<file path="src/common/eas_regs.svh">
// Offsets, field positions, reset values and timing counts for the address/state slice
`ifndef EAS_REGS_SVH
`define EAS_REGS_SVH

// Register byte offsets
`define EAS_OFF_CTRL 8'h00
`define EAS_OFF_STATUS 8'h04
`define EAS_OFF_PC 8'h08
`define EAS_OFF_MA 8'h0c
`define EAS_OFF_RESULT 8'h10
`define EAS_OFF_IR 8'h14
`define EAS_OFF_AC0 8'h20
`define EAS_OFF_AC3 8'h2c

// Field positions
`define EAS_CTRL_RUN 0
`define EAS_ST_PHASE_LO 0
`define EAS_ST_MSTATE_LO 2
`define EAS_ST_CARRY 4
`define EAS_ST_RUN 5
`define EAS_IR_ALC 15
`define EAS_IR_IND 10
`define EAS_IR_MODE_HI 9
`define EAS_IR_MODE_LO 8
`define EAS_IR_SIGN 7
`define EAS_IR_DEFER_MORE 15

// Reset values
`define EAS_PC_RST 16'h0000
`define EAS_RUN_RST 1'b0

// Timing: clocks per machine cycle phase index limits
`define EAS_PH0 2'h0
`define EAS_PH1 2'h1
`define EAS_PH2 2'h2
`define EAS_PH3 2'h3

`endif

</file>
<file path="src/common/eas_pkg.sv">
// Types shared by the address/state slice
package eas_pkg;

    typedef enum logic [1:0] {
        EAS_FETCH = 2'h0,
        EAS_PI = 2'h1,
        EAS_DEFER = 2'h2,
        EAS_EXEC = 2'h3
    } eas_mstate_t;

    typedef enum logic [2:0] {
        EAS_BASE_ZERO = 3'h0,
        EAS_BASE_PC = 3'h1,
        EAS_BASE_AC2 = 3'h2,
        EAS_BASE_AC3 = 3'h3,
        EAS_BASE_SRC = 3'h4
    } eas_base_t;

    typedef enum logic [1:0] {
        EAS_OPER_NONE = 2'h0,
        EAS_OPER_DISP = 2'h1,
        EAS_OPER_BUF = 2'h2,
        EAS_OPER_DST = 2'h3
    } eas_oper_t;

    typedef struct packed {
        logic mem_s1;
        logic [15:0] mem_a;
        logic [15:0] mem_b;
        logic int_a;
        logic int_b;
        logic run;
        logic [1:0] phase;
        eas_mstate_t mstate;
        logic [15:0] program_counter;
        logic [15:0] instruction_register;
        logic [15:0] processor_memory_buffer;
        logic [15:0] result_register;
        logic [15:0] memory_address_register;
        logic [15:0] memory_output_bus;
        logic [3:0][15:0] acs;
        logic [3:0][15:0] acd;
        logic [1:0] wsel;
        logic carry;
        logic sum_to_memory_drive;
        logic counter_to_memory_drive;
        logic address_load_strobe;
        logic memory_cycle_request;
        logic accumulator_write_strobe;
        logic pready;
        logic pslverr;
        logic [31:0] prdata;
    } eas_state_t;

endpackage : eas_pkg

</file>
<file path="src/design/eas_core.sv">
// Effective address, major state sequencing, accumulator write and carry slice
//
// Added by the designer: the address map and the APB interface to the registers.
`timescale 1ns/100ps
`include "eas_regs.svh"
module eas_core
    import eas_pkg::*;
(
    input wire logic pclk, // Clock, 50 MHz
    input wire logic presetn, // Asynchronous reset, active low
    input wire logic psel, // APB select
    input wire logic penable, // APB enable
    input wire logic pwrite, // APB direction
    input wire logic [7:0] paddr, // APB byte address
    input wire logic [31:0] pwdata, // APB write data
    output logic [31:0] prdata, // APB read data
    output logic pready, // APB ready
    output logic pslverr, // APB error for unmapped address
    input wire logic [15:0] memory_data_bus, // Word from the memory assembly
    input wire logic interrupt_request, // Interrupt pending pin
    output logic [15:0] memory_output_bus, // Address or data to memory
    output logic [15:0] memory_address_register, // Captured memory address
    output logic address_load_strobe, // Address capture strobe
    output logic sum_to_memory_drive, // Adder drives output bus
    output logic counter_to_memory_drive, // Counter drives output bus
    output logic memory_cycle_request, // Start next memory cycle
    output logic accumulator_write_strobe, // Accumulator write strobe
    output logic carry_state_output, // Carry indicator
    output eas_pkg::eas_mstate_t major_state, // Current major state
    output logic [1:0] timing_phase // Current timing phase
);
    import eas_pkg::*;

    eas_state_t s;
    eas_state_t next_s;

    logic [15:0] ir;
    logic is_alc;
    logic is_jgrp;
    logic is_lda;
    logic is_sta;
    logic is_memref;
    logic is_jump;
    logic is_jsr;
    logic is_isz_dsz;
    logic indirect;
    logic has_e_cycle;
    logic int_pending;
    eas_mstate_t goto_state;
    eas_base_t base_sel;
    eas_oper_t oper_sel;
    logic [15:0] sum;
    logic carry_out;
    logic carry_base;
    logic [15:0] pc_new;
    logic pc_from_sum;
    logic acc_access;
    logic [1:0] acc_idx;

    // Instruction decode from the latched instruction word
    assign ir = s.instruction_register;
    assign is_alc = ir[`EAS_IR_ALC];
    assign is_jgrp = ~is_alc & (ir[14:13] == 2'h0);
    assign is_lda = ~is_alc & (ir[14:13] == 2'h1);
    assign is_sta = ~is_alc & (ir[14:13] == 2'h2);
    assign is_memref = is_jgrp | is_lda | is_sta;
    assign is_jump = is_jgrp & ~ir[12];
    assign is_jsr = is_jgrp & (ir[12:11] == 2'h1);
    assign is_isz_dsz = is_jgrp & ir[12];
    assign indirect = ir[`EAS_IR_IND];
    assign int_pending = s.int_b;

    // Needs-execute drops once both state flip-flops are set (execute)
    assign has_e_cycle = (is_lda | is_sta | is_isz_dsz) & (s.mstate != EAS_EXEC);

    // Major state the coming phase three loads
    always_comb
    begin
        case (s.mstate)
            EAS_FETCH:
            begin
                if (is_memref & indirect)
                    goto_state = EAS_DEFER;
                else if (is_memref & ~indirect & has_e_cycle)
                    goto_state = EAS_EXEC;
                else
                    goto_state = EAS_FETCH;
            end
            EAS_DEFER:
            begin
                if (s.processor_memory_buffer[`EAS_IR_DEFER_MORE])
                    goto_state = EAS_DEFER;
                else if (has_e_cycle)
                    goto_state = EAS_EXEC;
                else
                    goto_state = EAS_FETCH;
            end
            EAS_EXEC: goto_state = int_pending ? EAS_PI : EAS_FETCH;
            default: goto_state = EAS_FETCH;
        endcase
    end

    // Adder input selection per major state
    always_comb
    begin
        base_sel = EAS_BASE_ZERO;
        oper_sel = EAS_OPER_NONE;
        case (s.mstate)
            EAS_FETCH:
            begin
                if (is_memref)
                begin
                    base_sel = eas_base_t'({1'b0, ir[`EAS_IR_MODE_HI:`EAS_IR_MODE_LO]});
                    oper_sel = EAS_OPER_DISP;
                end
                else if (is_alc)
                begin
                    base_sel = EAS_BASE_SRC;
                    oper_sel = EAS_OPER_DST;
                end
            end
            EAS_DEFER: oper_sel = EAS_OPER_BUF;
            EAS_EXEC:
            begin
                if (is_lda)
                    oper_sel = EAS_OPER_BUF;
            end
            default: oper_sel = EAS_OPER_NONE;
        endcase
    end

    eas_sum_unit #(
        .WIDTH(16)
    ) u_sum (
        .base_sel(base_sel),
        .oper_sel(oper_sel),
        .program_counter(s.program_counter),
        .ac2(s.acs[2]),
        .ac3(s.acs[3]),
        .src_value(s.acs[ir[14:13]]),
        .dst_value(s.acd[ir[12:11]]),
        .membuf(s.processor_memory_buffer),
        .defer_word(s.mstate == EAS_DEFER),
        .sum(sum),
        .carry_out(carry_out)
    );

    // Counter value after this cycle: jump target or next word
    always_comb
    begin
        pc_from_sum = is_jump & (goto_state == EAS_FETCH)
            & ((s.mstate == EAS_FETCH) | (s.mstate == EAS_DEFER));
        if (pc_from_sum)
            pc_new = sum;
        else if ((s.mstate == EAS_FETCH) & (goto_state == EAS_FETCH))
            pc_new = s.program_counter + 16'h0001;
        else
            pc_new = s.program_counter;
    end

    // Carry base from the instruction; only arithmetic adds its carry-out
    always_comb
    begin
        case (is_alc ? ir[5:4] : 2'h0)
            2'h1: carry_base = 1'b0;
            2'h2: carry_base = 1'b1;
            2'h3: carry_base = ~s.carry;
            default: carry_base = s.carry;
        endcase
    end

    // Accumulator window of the register map
    assign acc_access = (paddr >= `EAS_OFF_AC0) & (paddr <= `EAS_OFF_AC3) & (paddr[1:0] == 2'h0);
    assign acc_idx = paddr[3:2];

    // Whole next-state function
    always_comb
    begin
        next_s = s;
        next_s.mem_s1 = 1'b0;
        next_s.mem_a = memory_data_bus;
        next_s.mem_b = s.mem_a;
        next_s.int_a = interrupt_request;
        next_s.int_b = s.int_a;
        next_s.address_load_strobe = 1'b0;
        next_s.memory_cycle_request = 1'b0;
        next_s.accumulator_write_strobe = 1'b0;
        next_s.pready = 1'b0;
        next_s.pslverr = 1'b0;

        if (s.run)
        begin
            next_s.phase = s.phase + 2'h1;
            case (s.phase)
                `EAS_PH0:
                begin
                    // Write lands on the trailing edge of the phase-zero strobe
                    if (s.accumulator_write_strobe)
                    begin
                        next_s.acs[s.wsel] = s.result_register;
                        next_s.acd[s.wsel] = s.result_register;
                    end
                end
                `EAS_PH1:
                begin
                    next_s.processor_memory_buffer = s.mem_b;
                    if (s.mstate == EAS_FETCH)
                    begin
                        next_s.instruction_register = s.mem_b;
                        next_s.result_register = s.program_counter + 16'h0001;
                    end
                    else if ((s.mstate == EAS_EXEC) & (base_sel == EAS_BASE_ZERO)
                        & (oper_sel != EAS_OPER_DST))
                        next_s.program_counter = s.program_counter + 16'h0001;
                    if ((s.mstate == EAS_EXEC) & is_sta)
                        next_s.memory_output_bus = s.acd[ir[12:11]];
                end
                `EAS_PH2:
                begin
                    // Address settles on the bus a phase before it is strobed
                    next_s.program_counter = pc_new;
                    next_s.memory_cycle_request = 1'b1;
                    if (goto_state == EAS_FETCH)
                    begin
                        next_s.memory_output_bus = pc_new;
                        next_s.counter_to_memory_drive = ~pc_from_sum;
                        next_s.sum_to_memory_drive = pc_from_sum;
                    end
                    else
                    begin
                        next_s.memory_output_bus = sum;
                        next_s.sum_to_memory_drive = 1'b1;
                    end
                end
                default:
                begin
                    // Drives drop as the strobe rises; the bus is already stable
                    next_s.sum_to_memory_drive = 1'b0;
                    next_s.counter_to_memory_drive = 1'b0;
                    next_s.address_load_strobe = 1'b1;
                    next_s.memory_address_register = s.memory_output_bus;
                    next_s.mstate = goto_state;
                    next_s.carry = carry_base ^ (is_alc & (s.mstate == EAS_FETCH)
                        & carry_out);
                    if ((s.mstate == EAS_EXEC) & is_lda)
                    begin
                        next_s.result_register = sum;
                        next_s.wsel = ir[12:11];
                        next_s.accumulator_write_strobe = 1'b1;
                    end
                    else if ((s.mstate == EAS_FETCH) & is_alc)
                    begin
                        next_s.result_register = sum;
                        next_s.wsel = ir[12:11];
                        next_s.accumulator_write_strobe = 1'b1;
                    end
                    else if ((s.mstate == EAS_FETCH) & is_jsr)
                    begin
                        // Return address already sits in the result register
                        next_s.wsel = 2'h3;
                        next_s.accumulator_write_strobe = 1'b1;
                    end
                end
            endcase
        end

        // APB setup cycle: decode and prepare the answer for the access phase
        if (psel & ~penable)
        begin
            next_s.pready = 1'b1;
            next_s.prdata = 32'h00000000;
            case (paddr)
                `EAS_OFF_CTRL: next_s.prdata[`EAS_CTRL_RUN] = s.run;
                `EAS_OFF_STATUS:
                begin
                    next_s.prdata[`EAS_ST_PHASE_LO +: 2] = s.phase;
                    next_s.prdata[`EAS_ST_MSTATE_LO +: 2] = s.mstate;
                    next_s.prdata[`EAS_ST_CARRY] = s.carry;
                    next_s.prdata[`EAS_ST_RUN] = s.run;
                end
                `EAS_OFF_PC: next_s.prdata[15:0] = s.program_counter;
                `EAS_OFF_MA: next_s.prdata[15:0] = s.memory_address_register;
                `EAS_OFF_RESULT: next_s.prdata[15:0] = s.result_register;
                `EAS_OFF_IR: next_s.prdata[15:0] = s.instruction_register;
                default:
                begin
                    if (acc_access)
                        next_s.prdata[15:0] = s.acd[acc_idx];
                    else
                        next_s.pslverr = 1'b1;
                end
            endcase
        end

        // APB access phase: a write takes effect only at the completing edge
        if (psel & penable & s.pready & pwrite & ~s.pslverr)
        begin
            case (paddr)
                `EAS_OFF_CTRL:
                begin
                    next_s.run = pwdata[`EAS_CTRL_RUN];
                    if (~pwdata[`EAS_CTRL_RUN])
                        next_s.phase = `EAS_PH0;
                end
                `EAS_OFF_PC: next_s.program_counter = pwdata[15:0];
                default:
                begin
                    if (acc_access)
                    begin
                        next_s.acs[acc_idx] = pwdata[15:0];
                        next_s.acd[acc_idx] = pwdata[15:0];
                    end
                end
            endcase
        end
    end

    // Single state register
    always_ff @(posedge pclk or negedge presetn)
    begin
        if (!presetn)
        begin
            s <= '0;
            s.run <= `EAS_RUN_RST;
            s.program_counter <= `EAS_PC_RST;
            s.mstate <= EAS_FETCH;
        end
        else
        begin
            s <= next_s;
        end
    end

    // Outputs straight from state flip-flops
    assign prdata = s.prdata;
    assign pready = s.pready;
    assign pslverr = s.pslverr;
    assign memory_output_bus = s.memory_output_bus;
    assign memory_address_register = s.memory_address_register;
    assign address_load_strobe = s.address_load_strobe;
    assign sum_to_memory_drive = s.sum_to_memory_drive;
    assign counter_to_memory_drive = s.counter_to_memory_drive;
    assign memory_cycle_request = s.memory_cycle_request;
    assign accumulator_write_strobe = s.accumulator_write_strobe;
    assign carry_state_output = s.carry;
    assign major_state = s.mstate;
    assign timing_phase = s.phase;
endmodule : eas_core

</file>
<file path="src/design/eas_sum_unit.sv">
// Base and operand multiplexers feeding the sixteen-bit adder
`timescale 1ns/100ps
`include "eas_regs.svh"
module eas_sum_unit
    import eas_pkg::*;
#(
    parameter int WIDTH = 16
)
(
    input wire eas_pkg::eas_base_t base_sel, // Base multiplexer select
    input wire eas_pkg::eas_oper_t oper_sel, // Operand multiplexer select
    input wire logic [WIDTH-1:0] program_counter, // Counter value
    input wire logic [WIDTH-1:0] ac2, // Accumulator two
    input wire logic [WIDTH-1:0] ac3, // Accumulator three
    input wire logic [WIDTH-1:0] src_value, // Source accumulator
    input wire logic [WIDTH-1:0] dst_value, // Destination accumulator
    input wire logic [WIDTH-1:0] membuf, // Processor memory buffer
    input wire logic defer_word, // Use buffer as 15-bit address
    output logic [WIDTH-1:0] sum, // Adder output
    output logic carry_out // Adder carry
);
    logic page_zero;
    logic negative;
    logic [WIDTH-1:0] base;
    logic [WIDTH-1:0] oper;

    // Sign of the displacement; page zero never extends
    assign page_zero = (membuf[`EAS_IR_MODE_HI:`EAS_IR_MODE_LO] == 2'h0);
    assign negative = membuf[`EAS_IR_SIGN] & ~page_zero;

    // Base multiplexer
    always_comb
    begin
        case (base_sel)
            EAS_BASE_PC: base = program_counter;
            EAS_BASE_AC2: base = ac2;
            EAS_BASE_AC3: base = ac3;
            EAS_BASE_SRC: base = src_value;
            default: base = '0;
        endcase
    end

    // Operand multiplexer; low half is the displacement byte
    always_comb
    begin
        case (oper_sel)
            EAS_OPER_DISP: oper = {{(WIDTH-8){negative}}, membuf[7:0]};
            EAS_OPER_BUF: oper = defer_word ? {1'b0, membuf[WIDTH-2:0]} : membuf;
            EAS_OPER_DST: oper = dst_value;
            default: oper = '0;
        endcase
    end

    // Full-width add keeps the carry as a seventeenth bit
    assign {carry_out, sum} = {1'b0, base} + {1'b0, oper};
endmodule : eas_sum_unit

</file>
<file path="config.mk">
export PLATFORM = sky130hd
export DESIGN_NAME = eas_core
export DESIGN_NICKNAME = d
export VERILOG_FILES = /design/src/common/eas_pkg.sv /design/src/design/eas_core.sv /design/src/design/eas_sum_unit.sv
export VERILOG_INCLUDE_DIRS = /design/src /design/src/common
export SDC_FILE = /design/constraint.sdc
export NUM_CORES = 1
export LEC_CHECK = 0
export BUFFER_PORTS_ARGS = -buffer_cell sky130_fd_sc_hd__buf_2
export CORE_MARGIN = 5
export CORE_UTILIZATION = 61
export CTS_BUF_LIST = sky130_fd_sc_hd__clkbuf_16
export DETAILED_ROUTE_END_ITERATION = 10
export PLACE_DENSITY = 0.89
export SYNTH_ARGS = -nofsm -noshare
export SYNTH_HDL_FRONTEND = slang
export SYNTH_HIERARCHICAL = 1
export SYNTH_SLANG_ARGS = --single-unit
</file>
<file path="constraint.sdc">
create_clock -name pclk -period 5 [get_ports pclk]
set_input_delay 0.5 -clock pclk [delete_from_list [all_inputs] [get_ports pclk]]
set_output_delay 0.5 -clock pclk [all_outputs]
set_load 0.03 [all_outputs]
</file>
==> results.md <==
Run status:
- The run finished with clean final reports.

Drt:
- The via density per instance is 6.889.
- Summed over all nets, wire length on met3 after detailed routing comes to roughly 8 mm.
- The number of DRC markers in iteration 0 is between 2000 and 2500.
- Summed over all nets, wire length on met2 after detailed routing comes to 23.73 mm.
- After detailed routing, the wire length on met1 is 19.87 mm.
- The remaining number of nets flagged by the antenna check after routing is 0.
- After detailed routing, the average wire length per cell comes to between 20 and 30 microns.
- The top layer used by detailed routing is met4.
- The total vias in the final route is between 10000 and 15000.
- In the routed design, unresolved DRC markers number 0.
- The first TritonRoute pass finished after 8 iterations.
- Wires add up to roughly 55 mm.

Min path:
- The class of the tightest hold or removal check is primary input to flip-flop.

Power and ir drop:
- The power per standard cell area is 297.7 mW/mm^2.
- Total power for the finished layout comes to roughly 0.0054 W.
- The worst voltage drop across the vdd grid is 0.0002831 V.
- The analysis attributes to cell leakage a power of 8.032 nW.

Synth:
- Counting every instance in the synthesized netlist gives 1767.
- The largest total area in the synthesized netlist belongs to sky130_fd_sc_hd__dfrtp_1.
- The area of the mapped netlist is about 0.017 sq mm.
- By area the synthesized netlist is led by sky130_fd_sc_hd__dfrtp_1 (44%), sky130_fd_sc_hd__mux4_2 (6.6%), sky130_fd_sc_hd__a21oi_1 (6.5%).
- The top flip-flop cell by instance count after synthesis is sky130_fd_sc_hd__dfrtp_1.
- The async set-or-reset flop fraction in the synthesized netlist is 100.0%.
- The synthesized design devotes to its leading area cell type a little over two fifths of total area.
- The Yosys step of the flow raised 6 warnings.
- The number of library cell types mapped by synthesis is 71.
- In this run, synthesis inferred 0 flip-flops with an integrated enable.
- In this run, synthesis produced a sequential element count of 289.
- A synthesized cell averages roughly 9.4 sq um.
- The sequential fraction of the synthesis area is approximately 44%.

Clock tree:
- The post-CTS setup buffer count is 0.
- The number of buffers between clock root and the deepest sink is 3.
- In this run, CTS created clock tree buffers numbering 30.
- TritonCTS built the clock tree.
- The tree is rooted in a sky130_fd_sc_hd__clkbuf_16.
- The clock drives approximately 290 sinks.
- The number of H-tree levels is 1.
- The clock input transition at the sequential cells of the worst setup and hold paths is 0.07 ns.
- The clock reaches the later pin of the worst-skew pair after around 0.58 ns.

STA:
- The final setup slack of the worst path is between 0.2 and 0.3 ns.
- The setup total negative slack is 0 ns.
- Setup violations remaining at the end of the flow were counted as 0.
- The final critical-path share of the clock period is approximately 95%.
- The shortest period the worst path allows is around 4.7 ns.
- The worst hold margin is approximately 0.025 ns.
- The count of final hold-check violations is 0.
- The worst pin sits at a relative slew slack of ~22%.
- On the final layout, the worst clock skew is between 0.02 and 0.025 ns.
- The maximum achievable frequency is approximately 210 MHz.
- The number of max-slew violations in the final report came to 0.
- The pin slew with the least headroom to its limit is between 1 and 1.5 ns.
- Setup repair after global routing left no endpoint under its margin.

Critical path:
- The worst-path cell with the longest stage delay is sky130_fd_sc_hd__dfrtp_1.
- The worst endpoint required time is between 5 and 6 ns.
- The type of the worst setup path is flip-flop to flip-flop.
- Traced cell by cell, the critical path runs through nand2_1 -> nor4b_1 -> nor2_1 -> o21ai_1 -> buf_4 -> mux2_2 -> a22o_1 -> ha_1 -> a21o_1 -> a21oi_1 -> a21oi_1 -> or3_4 -> a211o_1 -> o21ai_0 -> o221a_2 -> o21ai_0.
- Data arrives at the worst endpoint at 5.19 ns.
- The nature of the critical path endpoint is a flip-flop.
- Along the worst path, the maximum fanout reaches 14.
- STA classifies the critical path startpoint as a flip-flop.
- The largest single stage delay on the critical path is around 0.57 ns.

Placement:
- The post-placement cell count is between 2000 and 2500.
- At the end of routability-driven placement, the weighted congestion stood at 1.040.
- Timing analysis after detailed placement gives a worst setup slack of about 0.37 ns.
- The number of buffers inserted by port buffering is 105.
- The detailed placer's ending HPWL is approximately 38 mm.

Floorplanning:
- From bottom edge to top edge, the die measures between 150 and 200 microns.
- The site row count is 60.
- The die covers 0.03063 sq mm.
- The core region is roughly 0.027 sq mm.
- Once the floorplan was initialized, standard cells occupied between 60% and 70% of the core.
- The floorplan step set the die width to between 150 and 200 microns.
- In this run the count of I/O pins placed on the die edge is roughly 140.

Final layout:
- The final net count is approximately 1900.
- The non-filler instance count after layout is about 2100.
- The synthesis-to-layout area growth is 8.383%.
- The share of final-layout standard cells stronger than drive strength 1 is about a fifth.

GRT:
- Global routing consumed, over all layers together, approximately a third of the routing resources.
- The total overflow reported by the global router is 0.
- The initial antenna violation count is 1.
- The via count of the first global-routing pass came to 14420.
- Entering global routing, the biggest net connects 101 pins.
- The global-route wire length before repair is between 80 and 90 mm.

Run:
- Max-cap violations in this run came to 0.
-- path summary, 6_finish.rpt --
kind	from	end	slack, ns	cells past startpoint
hold / removal	memory_data_bus[15]	next_s[288]	0.02	1
max in group asynchronous	presetn	s[87]	3.31	3
setup reg to reg	major_state[1]	s[264]	0.26	16
hold reg to reg	next_s[278]	s[278]	0.34	0
setup / recovery	major_state[1]	s[264]	0.26	16
min in group asynchronous	presetn	timing_phase[0]	0.52	2
-- final cells by class --
cell class                      instances  area [sq um]
Timing Repair Buffer                  151         895.9
Fill cell                            2025          8871
Inverter                               13         48.80
Sequential cell                       289          7232
Clock inverter                         25         277.8
Antenna cell                            1         2.502
Clock buffer                           30         750.7
Tap cell                              341         426.7
Multi-Input combinational cell       1285          8371
-- state kept, by name, indices dropped and copies added, names as in the netlist, 2 cells and up --
register / flops
ir: 16
major_state: 2
timing_phase: 2
memory_output_bus: 16
next_s: 17
s: 195
memory_address_register: 16
prdata: 16
-- through the flow --
| stage | utilization, % | instance area [sq um] |
|---|---|---|
| detailed placement | 63.10 | 16960 |
| global route | 66.99 | 18000 |
| CTS | 66.96 | 18000 |
| floorplan | - | 16670 |
| finish | 66.99 | 18000 |
| global placement | 63.10 | 16960 |
-- per-layer routing --
metal  vias up  global-route usage, %
li1       6222                      -
met1      6986                  46.25
met2      1247                  52.03
met3       253                  11.60
met4         0                  18.85
met5         -                      0
-- what timing repair did --
item | 4_1_cts | 5_1_grt
endpoints found under the setup margin | 0 | 2
hold buffers | 1 | 0
resized for setup | 0 | 1
hold endpoints to repair | 86 | 0
-- Yosys cell counts, drive strengths merged (27+ instances only) --
| cell type | number |
|---|---|
| mux2 | 69 |
| clkbuf | 89 |
| buf | 106 |
| mux2i | 37 |
| o21ai | 89 |
| nor2 | 202 |
| xor2 | 27 |
| nand2 | 232 |
| o22ai | 30 |
| dfrtp | 289 |
| nor3 | 30 |
| mux4 | 49 |
| nand3 | 27 |
| a21oi | 215 |
-- power breakdown --
group          leakage (nW)  internal (W)  switching, W  total [W]
registers              3.24       0.00238     0.0000726    0.00245
clock network         0.520       0.00136       0.00100    0.00236
logic                  4.28      0.000179      0.000366   0.000545
-- cell usage in the layout (no fill, tap or decap), types with 27 or more instances in the layout --
cell	n
sky130_fd_sc_hd__o22ai_1	30
sky130_fd_sc_hd__a21oi_1	215
sky130_fd_sc_hd__buf_4	44
sky130_fd_sc_hd__xor2_1	27
sky130_fd_sc_hd__clkbuf_16	30
sky130_fd_sc_hd__nor2_1	198
sky130_fd_sc_hd__buf_2	104
sky130_fd_sc_hd__mux4_2	49
sky130_fd_sc_hd__o21ai_0	83
sky130_fd_sc_hd__nand2_1	232
sky130_fd_sc_hd__dfrtp_1	289
sky130_fd_sc_hd__mux2_2	68
sky130_fd_sc_hd__nand3_1	27
sky130_fd_sc_hd__mux2i_1	37
-- kinds of logic after synthesis --
family / synth area share (%)
AO/OA/AOI/OAI: 16.49
flip-flops: 43.53
buffers and inverters: 6.553
multiplexers: 13.57
adder cells (fa/ha/maj): 1.702
other: 0.02257
AND/OR/NAND/NOR: 15.33
XOR/XNOR: 2.794
-- critical path: cells and delay by family (launching register included) --
| kind | cells | cell delay (ns) |
|---|---|---|
| AOI/OAI and AO/OA | 9 | 1.84 |
| adders and majority gates | 1 | 0.38 |
| buffers and inverters | 1 | 0.32 |
| DFF | 1 | 0.57 |
| muxes | 1 | 0.36 |
| and+or+nand+nor | 4 | 1.14 |
Note: power is estimated with default switching activity, not from simulation.
